File: src/ripd_pkg.sv
// How it works
// - saliency pulses run in three pair directions, u-v, v-w and w-u.
// - the saliency axis is the 60-degree step of least time within 180.
// - the rise-time counter clears and starts on the pwm rising edge.
// - a shunt comparator hit captures the counter as the rise time.
// - saliency rounds stop once max minus min reaches the threshold.
// - if the round limit passes first, saturation detection follows.
// - the larger of max-median and median-min gaps picks max or min.
// - the picked phase is reversed and must keep its relation to the mean.
// - salient polarity compares forward and backward pulses on the axis.
// - non-salient detection pulses six ways and takes the least time.
// - saturation ends past its threshold; at the limit the same test rules.
// - above 1855 rpm the back-emf comparator detects zero crossings.
// - the comparator method falls back only at 1802 rpm or below.
// - a timer window aligned to pwm on-time gates the comparator.
// - a counter overflow during a rise flags an error and stops drive.
package ripd_pkg;
  // register byte offsets
  localparam logic [7:0] OFF_CTRL     = 8'h00;
  localparam logic [7:0] OFF_SAL_THR  = 8'h04;
  localparam logic [7:0] OFF_SAT_THR  = 8'h08;
  localparam logic [7:0] OFF_MAX_CNT  = 8'h0c;
  localparam logic [7:0] OFF_STATUS   = 8'h10;
  localparam logic [7:0] OFF_IRQ_STAT = 8'h14;
  localparam logic [7:0] OFF_IRQ_MASK = 8'h18;
  localparam logic [7:0] OFF_SPEED    = 8'h1c;
  localparam logic [7:0] OFF_WIN_DLY  = 8'h20;
  localparam logic [7:0] OFF_WIN_LEN  = 8'h24;
  localparam logic [7:0] OFF_CAPTURE  = 8'h28;
  // field positions
  localparam int CTRL_START_BIT = 0;
  localparam int CTRL_ABORT_BIT = 1;
  localparam int IRQ_DONE_BIT   = 0;
  localparam int IRQ_ERR_BIT    = 1;
  localparam int IRQ_ZC_BIT     = 2;
  localparam int MAX_SAT_LSB    = 8;
  localparam int ST_DIR_LSB     = 8;
  // reset values
  localparam logic [23:0] RST_SAL_THR = 24'h000100;
  localparam logic [23:0] RST_SAT_THR = 24'h000080;
  localparam logic [7:0]  RST_MAX_CNT = 8'h08;
  localparam logic [15:0] RST_WIN_DLY = 16'h0010;
  localparam logic [15:0] RST_WIN_LEN = 16'h0100;
  // speed switch points in rpm
  localparam logic [15:0] SPEED_UP_RPM = 16'd1855;
  localparam logic [15:0] SPEED_DN_RPM = 16'd1802;
  // rest between pulses so the phase current decays
  localparam int CLK_MHZ  = 100;
  localparam int REST_US  = 20;
  localparam logic [15:0] REST_CYC = 16'(REST_US * CLK_MHZ);

  typedef enum logic [2:0] {
    S_IDLE, S_WAIT, S_COUNT, S_REST, S_EVAL
  } ripd_state_e;
  typedef enum logic [1:0] {P_SAL, P_REV, P_POL, P_SAT} ripd_phase_e;
endpackage

File: src/ripd_top.sv
`timescale 1ns/1ns
module ripd_top
  import ripd_pkg::*;
#(
  parameter int CW = 16,
  parameter int AW = 24
) (
  input  wire logic        clk,
  input  wire logic        arst_n,
  input  wire logic [7:0]  bus_addr,
  input  wire logic [31:0] bus_wdata,
  input  wire logic        bus_wr,
  input  wire logic        bus_rd,
  output logic      [31:0] bus_rdata,
  input  wire logic        pwm_out_pin,
  input  wire logic        shunt_cmp_pin,
  input  wire logic        bemf_cmp_pin,
  output logic             drive_en,
  output logic      [2:0]  drive_dir,
  output logic             zc_valid,
  output logic             zc_cmp_mode,
  output logic             irq
);
  typedef struct packed {
    ripd_state_e         st;
    ripd_phase_e         ph;
    logic [2:0]          k;
    logic [2:0]          dir;
    logic [7:0]          iter;
    logic [7:0]          siter;
    logic [5:0][AW-1:0]  acc;
    logic [AW-1:0]       rev;
    logic [CW-1:0]       cnt;
    logic [CW-1:0]       cap;
    logic [2:0]          sel;
    logic                big;
    logic [2:0]          axis;
    logic [15:0]         rest;
    logic [AW-1:0]       sal_thr;
    logic [AW-1:0]       sat_thr;
    logic [7:0]          sal_max;
    logic [7:0]          sat_max;
    logic [15:0]         speed;
    logic [15:0]         win_dly;
    logic [15:0]         win_len;
    logic [2:0]          mask;
    logic [2:0]          stat;
    logic                busy;
    logic                done;
    logic                fail;
    logic                err;
    logic                salient;
    logic [2:0]          result;
    logic                drive;
    logic [2:0]          prev;
    logic [31:0]         rdata;
  } ripd_top_s;

  ripd_top_s       q;
  ripd_top_s       n;
  logic [2:0]      pin_s;
  logic            pwm_edge;
  logic            cmp_edge;
  logic            mode_chg;
  logic [5:0]      use_m;
  logic [AW-1:0]   mx;
  logic [AW-1:0]   mn;
  logic [2:0]      imx;
  logic [2:0]      imn;
  logic [AW+1:0]   sum3;
  logic [AW-1:0]   diff;
  logic [AW-1:0]   med;
  logic [AW+1:0]   other;
  logic [AW+1:0]   two_rev;
  logic            rev_ok;

  initial begin
    if (CW < 4 || AW < CW + 8 || AW > 30)
      $error("ripd_top: counter or accumulator width not served");
  end

  // direction 0..2 is u-v, v-w, w-u; adding 3 reverses it
  function automatic logic [2:0] rev_dir(input logic [2:0] d);
    rev_dir = (d < 3'd3) ? d + 3'd3 : d - 3'd3;
  endfunction

  // pulse direction for the k-th step of each phase of the search
  function automatic logic [2:0] dir_of(input ripd_phase_e ph,
                                        input logic [2:0] k,
                                        input logic [2:0] axis,
                                        input logic [2:0] sel);
    case (ph)
      P_REV:   dir_of = rev_dir(sel);
      P_POL:   dir_of = (k == 3'd0) ? axis : rev_dir(axis);
      default: dir_of = k;
    endcase
  endfunction

  // number of pulses in one round of each phase
  function automatic logic [2:0] steps(input ripd_phase_e ph);
    case (ph)
      P_SAL:   steps = 3'd3;
      P_REV:   steps = 3'd1;
      P_POL:   steps = 3'd2;
      default: steps = 3'd6;
    endcase
  endfunction

  // pins are asynchronous to clk, so each passes two flops
  ripd_sync2 #(
    .W (3)
  ) u_sync (
    .clk    (clk),
    .arst_n (arst_n),
    .d      ({bemf_cmp_pin, shunt_cmp_pin, pwm_out_pin}),
    .q      (pin_s)
  );

  assign pwm_edge = pin_s[0] && !q.prev[0];
  assign cmp_edge = pin_s[1] && !q.prev[1];

  ripd_zc_sel u_zc (
    .clk       (clk),
    .arst_n    (arst_n),
    .pwm_rise  (pwm_edge),
    .bemf_lvl  (pin_s[2]),
    .speed_rpm (q.speed),
    .win_dly   (q.win_dly),
    .win_len   (q.win_len),
    .cmp_mode  (zc_cmp_mode),
    .mode_chg  (mode_chg),
    .zc_valid  (zc_valid)
  );

  // which accumulators take part in the current comparison
  always_comb begin
    case (q.ph)
      P_SAT:   use_m = 6'h3f;
      P_POL:   use_m = 6'(1 << q.axis) | 6'(1 << rev_dir(q.axis));
      default: use_m = 6'h07;
    endcase
  end

  // spread of the accumulated rise times
  always_comb begin
    mx   = '0;
    mn   = '1;
    imx  = 3'd0;
    imn  = 3'd0;
    sum3 = '0;
    for (int i = 0; i < 6; i++) begin
      if (use_m[i] && q.acc[i] >= mx) begin
        mx  = q.acc[i];
        imx = 3'(i);
      end
      if (use_m[i] && q.acc[i] < mn) begin
        mn  = q.acc[i];
        imn = 3'(i);
      end
    end
    for (int i = 0; i < 3; i++) begin
      sum3 = sum3 + (AW+2)'(q.acc[i]);
    end
  end

  assign diff    = mx - mn;
  assign med     = AW'(sum3 - (AW+2)'(mx) - (AW+2)'(mn));
  assign other   = sum3 - (AW+2)'(q.acc[q.sel]);
  assign two_rev = {1'b0, q.rev, 1'b0};
  // reversed pulse must sit on the same side of the two-phase mean
  assign rev_ok  = q.big ? (two_rev > other) : (two_rev < other);

  always_comb begin
    n       = q;
    n.prev  = pin_s;
    n.rdata = 32'h0;
    // register writes; limits only change while idle
    if (bus_wr) begin
      case (bus_addr)
        OFF_CTRL: begin
          if (bus_wdata[CTRL_START_BIT] && !q.busy) begin
            n.busy    = 1'b1;
            n.done    = 1'b0;
            n.fail    = 1'b0;
            n.err     = 1'b0;
            n.salient = 1'b0;
            n.acc     = '0;
            n.rev     = '0;
            n.iter    = 8'h00;
            n.ph      = P_SAL;
            n.k       = 3'd0;
            n.dir     = 3'd0;
            n.drive   = 1'b1;
            n.st      = S_WAIT;
          end
        end
        OFF_SAL_THR: if (!q.busy) n.sal_thr = bus_wdata[AW-1:0];
        OFF_SAT_THR: if (!q.busy) n.sat_thr = bus_wdata[AW-1:0];
        OFF_MAX_CNT: begin
          if (!q.busy) begin
            n.sal_max = bus_wdata[7:0];
            n.sat_max = bus_wdata[MAX_SAT_LSB +: 8];
          end
        end
        OFF_IRQ_STAT: n.stat = q.stat & ~bus_wdata[2:0];
        OFF_IRQ_MASK: n.mask = bus_wdata[2:0];
        OFF_SPEED:    n.speed = bus_wdata[15:0];
        OFF_WIN_DLY:  n.win_dly = bus_wdata[15:0];
        OFF_WIN_LEN:  n.win_len = bus_wdata[15:0];
        default: ;
      endcase
    end
    // measurement sequencer
    case (q.st)
      S_WAIT: begin
        if (pwm_edge) begin
          n.cnt = '0;
          n.st  = S_COUNT;
        end
      end
      S_COUNT: begin
        if (cmp_edge) begin
          n.cap   = q.cnt;
          n.drive = 1'b0;
          n.rest  = REST_CYC;
          n.st    = S_REST;
          if (q.ph == P_REV) begin
            n.rev = q.rev + AW'(q.cnt);
          end else begin
            n.acc[q.dir] = q.acc[q.dir] + AW'(q.cnt);
          end
        end else if (&q.cnt) begin
          n.err   = 1'b1;
          n.drive = 1'b0;
          n.busy  = 1'b0;
          n.stat[IRQ_ERR_BIT] = 1'b1;
          n.st    = S_IDLE;
        end else begin
          n.cnt = q.cnt + CW'(1);
        end
      end
      S_REST: begin
        if (q.rest != 16'h0000) begin
          n.rest = q.rest - 16'h0001;
        end else if (q.k + 3'd1 < steps(q.ph)) begin
          n.k     = q.k + 3'd1;
          n.dir   = dir_of(q.ph, q.k + 3'd1, q.axis, q.sel);
          n.drive = 1'b1;
          n.st    = S_WAIT;
        end else begin
          n.iter = q.iter + 8'h01;
          n.st   = S_EVAL;
        end
      end
      S_EVAL: begin
        n.k     = 3'd0;
        n.drive = 1'b1;
        n.st    = S_WAIT;
        case (q.ph)
          P_SAL: begin
            if (diff >= q.sal_thr) begin
              // confirm: pick the extreme on the wider gap
              n.big   = (mx - med) > (med - mn);
              n.sel   = ((mx - med) > (med - mn)) ? imx : imn;
              n.axis  = imn;
              n.siter = q.iter;
              n.iter  = 8'h00;
              n.ph    = P_REV;
              n.dir   = rev_dir(((mx - med) > (med - mn)) ? imx : imn);
            end else if (q.iter >= q.sal_max) begin
              n.acc  = '0;
              n.iter = 8'h00;
              n.ph   = P_SAT;
              n.dir  = 3'd0;
            end else begin
              n.dir = 3'd0;
            end
          end
          P_REV: begin
            // reversed pulse repeats as many rounds as the saliency pass
            if (q.iter < q.siter) begin
              n.dir = rev_dir(q.sel);
            end else if (rev_ok) begin
              n.salient = 1'b1;
              n.acc     = '0;
              n.iter    = 8'h00;
              n.ph      = P_POL;
              n.dir     = q.axis;
            end else begin
              n.acc  = '0;
              n.iter = 8'h00;
              n.ph   = P_SAT;
              n.dir  = 3'd0;
            end
          end
          default: begin
            if (diff > q.sat_thr || q.iter >= q.sat_max) begin
              // shortest rise points at the pole
              n.result = imn;
              n.fail   = !(diff > q.sat_thr);
              n.done   = 1'b1;
              n.busy   = 1'b0;
              n.drive  = 1'b0;
              n.stat[IRQ_DONE_BIT] = 1'b1;
              n.st     = S_IDLE;
            end else begin
              n.dir = dir_of(q.ph, 3'd0, q.axis, q.sel);
            end
          end
        endcase
      end
      // idle keeps drive off, but not over a start taken this cycle
      default: if (!n.busy) n.drive = 1'b0;
    endcase
    // abort stops drive at once
    if (bus_wr && bus_addr == OFF_CTRL && bus_wdata[CTRL_ABORT_BIT]) begin
      n.drive = 1'b0;
      n.busy  = 1'b0;
      n.st    = S_IDLE;
    end
    // zero-crossing method change; a set beats a same-cycle clear
    if (mode_chg) n.stat[IRQ_ZC_BIT] = 1'b1;
    // read data stands in the cycle after the strobe only
    if (bus_rd) begin
      case (bus_addr)
        OFF_SAL_THR:  n.rdata = 32'(q.sal_thr);
        OFF_SAT_THR:  n.rdata = 32'(q.sat_thr);
        OFF_MAX_CNT:  n.rdata = {16'h0000, q.sat_max, q.sal_max};
        OFF_STATUS:   n.rdata = {21'h0, q.result, 2'b00, zc_cmp_mode,
                                 q.salient, q.err, q.fail, q.done, q.busy};
        OFF_IRQ_STAT: n.rdata = {29'h0, q.stat};
        OFF_IRQ_MASK: n.rdata = {29'h0, q.mask};
        OFF_SPEED:    n.rdata = {16'h0000, q.speed};
        OFF_WIN_DLY:  n.rdata = {16'h0000, q.win_dly};
        OFF_WIN_LEN:  n.rdata = {16'h0000, q.win_len};
        OFF_CAPTURE:  n.rdata = 32'(q.cap);
        default:      n.rdata = 32'h0;
      endcase
    end
  end

  always_ff @(posedge clk or negedge arst_n) begin
    if (!arst_n) begin
      q         <= '0;
      q.st      <= S_IDLE;
      q.ph      <= P_SAL;
      q.sal_thr <= RST_SAL_THR;
      q.sat_thr <= RST_SAT_THR;
      q.sal_max <= RST_MAX_CNT;
      q.sat_max <= RST_MAX_CNT;
      q.win_dly <= RST_WIN_DLY;
      q.win_len <= RST_WIN_LEN;
    end else begin
      q <= n;
    end
  end

  assign bus_rdata = q.rdata;
  assign drive_en  = q.drive;
  assign drive_dir = q.dir;
  assign irq       = |(q.stat & q.mask);

  a_count_start: assert property (@(posedge clk) disable iff (!arst_n)
    (q.st == S_WAIT && pwm_edge && !bus_wr) |=>
      (q.st == S_COUNT && q.cnt == '0) ##1 (q.cnt == CW'(1) || cmp_edge ||
      q.st != S_COUNT))
    else $error("rise counter not started on pwm edge");
  a_count_capture: assert property (@(posedge clk) disable iff (!arst_n)
    (q.st == S_COUNT && cmp_edge) |=> (q.cap == $past(q.cnt) && !q.drive))
    else $error("rise time not captured on comparator hit");
  a_ovf_stop: assert property (@(posedge clk) disable iff (!arst_n)
    (q.st == S_COUNT && !cmp_edge && (&q.cnt)) |=>
      (q.err && !drive_en && q.st == S_IDLE && q.stat[IRQ_ERR_BIT]))
    else $error("overflow did not stop drive");
  a_sal_dirs: assert property (@(posedge clk) disable iff (!arst_n)
    (q.ph == P_SAL && drive_en) |-> (drive_dir < 3'd3))
    else $error("saliency pulse outside three pair directions");
  a_sal_stop: assert property (@(posedge clk) disable iff (!arst_n)
    (q.st == S_EVAL && q.ph == P_SAL && diff >= q.sal_thr && !bus_wr) |=>
      (q.ph == P_REV && q.dir == rev_dir(q.sel)))
    else $error("saliency rounds not ended at threshold");
  a_sal_giveup: assert property (@(posedge clk) disable iff (!arst_n)
    (q.st == S_EVAL && q.ph == P_SAL && diff < q.sal_thr &&
     q.iter >= q.sal_max && !bus_wr) |=> (q.ph == P_SAT && q.acc == '0))
    else $error("saliency limit did not hand over to saturation");
  a_sat_result: assert property (@(posedge clk) disable iff (!arst_n)
    (q.st == S_EVAL && (q.ph == P_SAT || q.ph == P_POL) &&
     diff > q.sat_thr && !bus_wr) |=>
      (q.done && !q.fail && !drive_en && q.result == $past(imn)))
    else $error("saturation success not reported");
endmodule

File: src/ripd_sync2.sv
`timescale 1ns/1ns
module ripd_sync2
  import ripd_pkg::*;
#(
  parameter int W = 1
) (
  input  wire logic         clk,
  input  wire logic         arst_n,
  input  wire logic [W-1:0] d,
  output logic      [W-1:0] q
);
  typedef struct packed {
    logic [W-1:0] meta;
    logic [W-1:0] stab;
  } ripd_sync_s;

  ripd_sync_s r_r;
  ripd_sync_s r_nxt;

  initial begin
    if (W < 1) $error("ripd_sync2: width must be at least one");
  end

  // first stage is read by the second stage only
  always_comb begin
    r_nxt.meta = d;
    r_nxt.stab = r_r.meta;
  end

  always_ff @(posedge clk or negedge arst_n) begin
    if (!arst_n) begin
      r_r <= '0;
    end else begin
      r_r <= r_nxt;
    end
  end

  assign q = r_r.stab;
endmodule

File: src/ripd_zc_sel.sv
`timescale 1ns/1ns
module ripd_zc_sel
  import ripd_pkg::*;
(
  input  wire logic        clk,
  input  wire logic        arst_n,
  input  wire logic        pwm_rise,
  input  wire logic        bemf_lvl,
  input  wire logic [15:0] speed_rpm,
  input  wire logic [15:0] win_dly,
  input  wire logic [15:0] win_len,
  output logic             cmp_mode,
  output logic             mode_chg,
  output logic             zc_valid
);
  typedef struct packed {
    logic        mode;
    logic        chg;
    logic        run;
    logic [15:0] tick;
    logic        zc;
  } ripd_zc_s;

  ripd_zc_s q;
  ripd_zc_s n;
  logic     win;

  // the window opens win_dly ticks after the pwm edge and stays open for win_len ticks
  assign win = q.run && (q.tick >= win_dly) &&
               ({1'b0, q.tick} < {1'b0, win_dly} + {1'b0, win_len});

  always_comb begin
    n = q;
    n.chg = 1'b0;
    if (!q.mode && speed_rpm > SPEED_UP_RPM) begin
      n.mode = 1'b1;
      n.chg  = 1'b1;
    end else if (q.mode && speed_rpm <= SPEED_DN_RPM) begin
      n.mode = 1'b0;
      n.chg  = 1'b1;
    end
    // window restarts on each pwm on-edge, stops at the end of the count
    if (pwm_rise) begin
      n.run  = 1'b1;
      n.tick = '0;
    end else if (q.run && q.tick != 16'hffff) begin
      n.tick = q.tick + 16'h0001;
    end else begin
      n.run = 1'b0;
    end
    n.zc = q.mode && win && bemf_lvl;
  end

  always_ff @(posedge clk or negedge arst_n) begin
    if (!arst_n) begin
      q <= '0;
    end else begin
      q <= n;
    end
  end

  assign cmp_mode = q.mode;
  assign mode_chg = q.chg;
  assign zc_valid = q.zc;

  a_zc_up_switch: assert property (@(posedge clk) disable iff (!arst_n)
    (!q.mode && speed_rpm > SPEED_UP_RPM) |=> (q.mode && q.chg))
    else $error("comparator method not taken above upper speed");
  a_zc_hyst_hold: assert property (@(posedge clk) disable iff (!arst_n)
    (q.mode && speed_rpm > SPEED_DN_RPM) |=> q.mode)
    else $error("comparator method dropped above lower speed");
  a_zc_window_gate: assert property (@(posedge clk) disable iff (!arst_n)
    q.zc |-> ($past(win) && $past(q.mode) && $past(bemf_lvl)))
    else $error("zero crossing passed outside the window");
endmodule

File: config.mk
export PLATFORM = sky130hd
export DESIGN_NAME = ripd_top
export DESIGN_NICKNAME = d
export VERILOG_FILES = /design/src/ripd_pkg.sv /design/src/ripd_top.sv /design/src/ripd_sync2.sv /design/src/ripd_zc_sel.sv
export SDC_FILE = /design/constraint.sdc
export NUM_CORES = 2
export LEC_CHECK = 0
export ABC_AREA = 0
export CORE_ASPECT_RATIO = 2
export CORE_MARGIN = 1.5
export CORE_UTILIZATION = 60
export DETAILED_ROUTE_END_ITERATION = 10
export DONT_BUFFER_PORTS = 1
export HOLD_SLACK_MARGIN = 0.1
export PLACE_DENSITY_LB_ADDON = 0.2
export REMOVE_ABC_BUFFERS = 1
export SLEW_MARGIN = 20
export SYNTH_ARGS = -nofsm -noshare
export SYNTH_HDL_FRONTEND = slang
export SYNTH_SLANG_ARGS = --single-unit
export TNS_END_PERCENT = 1
File: constraint.sdc
create_clock -name clk -period 20.6 [get_ports clk]
set_input_delay 3.09 -clock clk [delete_from_list [all_inputs] [get_ports clk]]
set_output_delay 3.09 -clock clk [all_outputs]
set_load 0.01 [all_outputs]
==> results.cfg <==
[run_status]
outcome = finished, violations left
violations = setup timing

[hold_path]
holdCritPathClass = reg2reg

[drt]
avgViaCountPerCell = 6.67
route.detailed.drc = 0
ant_nets = 0
routed_wl_mm = 172
routedWlPerCell_um = 26.5
dr_total_vias = 43300
drt_iter0_drc = 3580
firstDrtPassIters = 8

[timing]
rsz0062_at_grt = yes
hold-worst-slack_ps = 356
fin_crit_sh_pct = 105
max_slew_margin_pct = 10.9
fmax_mhz = 46.1
fin_skew_ps = 27.1
finalSetupViolCount = 7
period_needed_ps = 21700
finalWorstSetupSlack_ps = -1100
slew_viol_final = 0
tightest_slew_ps = 1340
timing_hold_violations_final = 0

[final_layout]
final_cells = 6483
final_common_cell = buf_4
syn_to_final_growth_pct = 25.4
layout_common_cells = 818 x buf_4, 563 x ha_1, 420 x dfrtp_1, 401 x inv_1, 374 x nand2_1
final_nets = 6247
drive_gt1_share_pct = 26.9
n_fill_cell = 5017

[global_route]
grt_pass1_vias = 44300
antenna_found_initial = 3
grt-ovfl-total = 0
grt.total_usage_pct = 46.3
grt_max_degree = 430
grt_pass1_wl_mm = 250

[clocking]
clockBufferDepth = 3
htree_levels = 2
tritoncts = built
cts-buffers-inserted = 45
clk_latency_ps = 610
root_buffer = clkbuf_16
cts.reportedPaths.clkPinSlew_ps = 70
cts.sinks = 429

[worst_setup_path]
required_ps = 21130
regToRegSetupSlack_ps = -1100
cp_max_fo = 13
critPathMostFrequentCell = buf_6
start_kind = flip-flop
cpMaxStageDelayCell = a211oi_4
crit_type = reg2reg
cpPeakStageDelay_ps = 660
end_kind = flip-flop
arrival_ps = 22230

[run]
cap_violations = 0

[floorplan]
chipWidth_um = 191
die_h_um = 379
pin_count = 86
core_um2 = 69800
die-area_um2 = 72300
num_rows = 137
initial_utilization_pct = 60.7

[placed_design]
dp_hpwl_mm = 127
portBuffers = 0
dpl.cell_count = 6332
gp_congestion = 1.03

[logic_synthesis]
ys_seq_area_share_pct = 25.4
avgSynthCellArea_um2 = 8.82
synth.yosys.warnings = 0
synthCells = 4802
yosys_register_bits = 429
synthArstFlopShare_pct = 100
synth_cell_types = 101
syn_area_um2 = 42400
ys.flop_type = dfrtp_1
synth-edff-count = 0
cell usage after synthesis, types with 16 or more instances:
cell	number	area (um2)
dfrtp_1	423	10600
inv_1	416	1560
xnor2_1	119	1040
nor3_1	78	390
a32o_1	26	260
a21oi_1	289	1450
and2_1	16	100
ha_1	601	7520
a22oi_1	132	991
nand4_1	66	413
a21o_1	155	1160
a221oi_1	22	193
mux2i_1	60	601
mux4_2	24	541
buf_1	18	67.6
o211ai_1	27	203
o21ai_0	262	1310
and3_1	41	257
nor2b_1	39	244
nand2_1	379	1420
or3_1	34	213
a211oi_1	37	278
buf_4	39	293
xor2_1	84	736
nor2_1	313	1170
mux2_2	225	2530
clkbuf_1	135	507
nand3_1	130	651
a31oi_1	41	257
o21a_1	46	345
nand2b_1	47	294
a22o_1	110	963
fa_1	55	1100
o21bai_1	32	240
cell families (layout without fill, tap and decap cells):
kind of cell	Yosys count	after routing	synth area share [%]
AND/OR/NAND/NOR	1217	1217	13.5
other	1	11	0.00885
AO/OA/AOI/OAI	1363	1364	21.9
adder cells (fa/ha/maj)	657	657	20.4
multiplexers	309	309	8.68
XOR/XNOR	203	203	4.20
buffers and inverters	623	1390	5.91
flip-flops	429	429	25.4
metal layers:
metal  part of all wire, %  GRT usage (%)
met1                    29           40.6
met4                    15           55.7
met5                     0              0
met3                   7.8           10.9
met2                    48           79.4
registers in the layout, indices dropped and copies added, names as in the netlist:
| name | cells |
|---|---|
| q | 375 |
| bus_rdata | 24 |
| u_zc.q | 17 |
| drive_dir | 3 |
| u_sync.q | 3 |
| u_sync.r_nxt | 3 |
| drive_en | 1 |
| u_zc.cmp_mode | 1 |
| u_zc.mode_chg | 1 |
| u_zc.zc_valid | 1 |
through the flow:
step	cell area (um2)	setup slack, ps	TNS, ps	util (%)
finish	53100	-1100	-4060	76.1
global route	53100	-1490	-7000	76.1
CTS	51600	-419	-827	73.9
detailed placement	49000	-3050	-76440	70.3
global placement	49000	-2660	-41880	70.3
floorplan	41500	-4380	-375750	-
what timing repair did:
| action | 4_1_cts | 5_1_grt |
|---|---|---|
| buffers inserted | 30 | 40 |
| setup endpoints to repair | 180 | 181 |
| cloned | 2 | 8 |
| resized for setup | 157 | 255 |
| hold endpoints to repair | 0 | 0 |
| hold buffers | 0 | 0 |
| pin swaps | 67 | 128 |
path summary, 6_finish.rpt:
path | from | endpoint | depth (start not counted)
worst min-delay path | u_sync.r_nxt[1] | u_sync.q[1] | 0
min in group asynchronous | arst_n | q[162] | 0
max in group asynchronous | arst_n | q[335] | 0
worst max-delay path | q[179] | drive_dir[1] | 115
worst min register to register | u_sync.r_nxt[1] | u_sync.q[1] | 0
worst max register to register | q[179] | drive_dir[1] | 115
critical path: cells and delay by family (launching register included):
family / cells / cell delay (ps)
compound gates: 44 / 8520
buf+inv: 29 / 4340
xor+xnor: 3 / 450
simple gates: 24 / 3530
mux: 4 / 1270
flops: 1 / 440
fa+ha+maj: 11 / 2930
area by class of cell:
cell class	count	area (um2)	share of cell area (%)
diodes	3	7.51	0.0141
clock buffers	60	1240	2.34
clock inverters	20	264	0.497
inverters	420	1590	2.99
multi-input cells	3758	30800	58.0
flip-flops and latches	429	10700	20.2
well taps	903	1130	2.13
repair buffers	890	7300	13.8
Power is left out: the tool's default activity adds up to more than one toggle a clock period on the data nets, which glitch-free logic cannot reach.
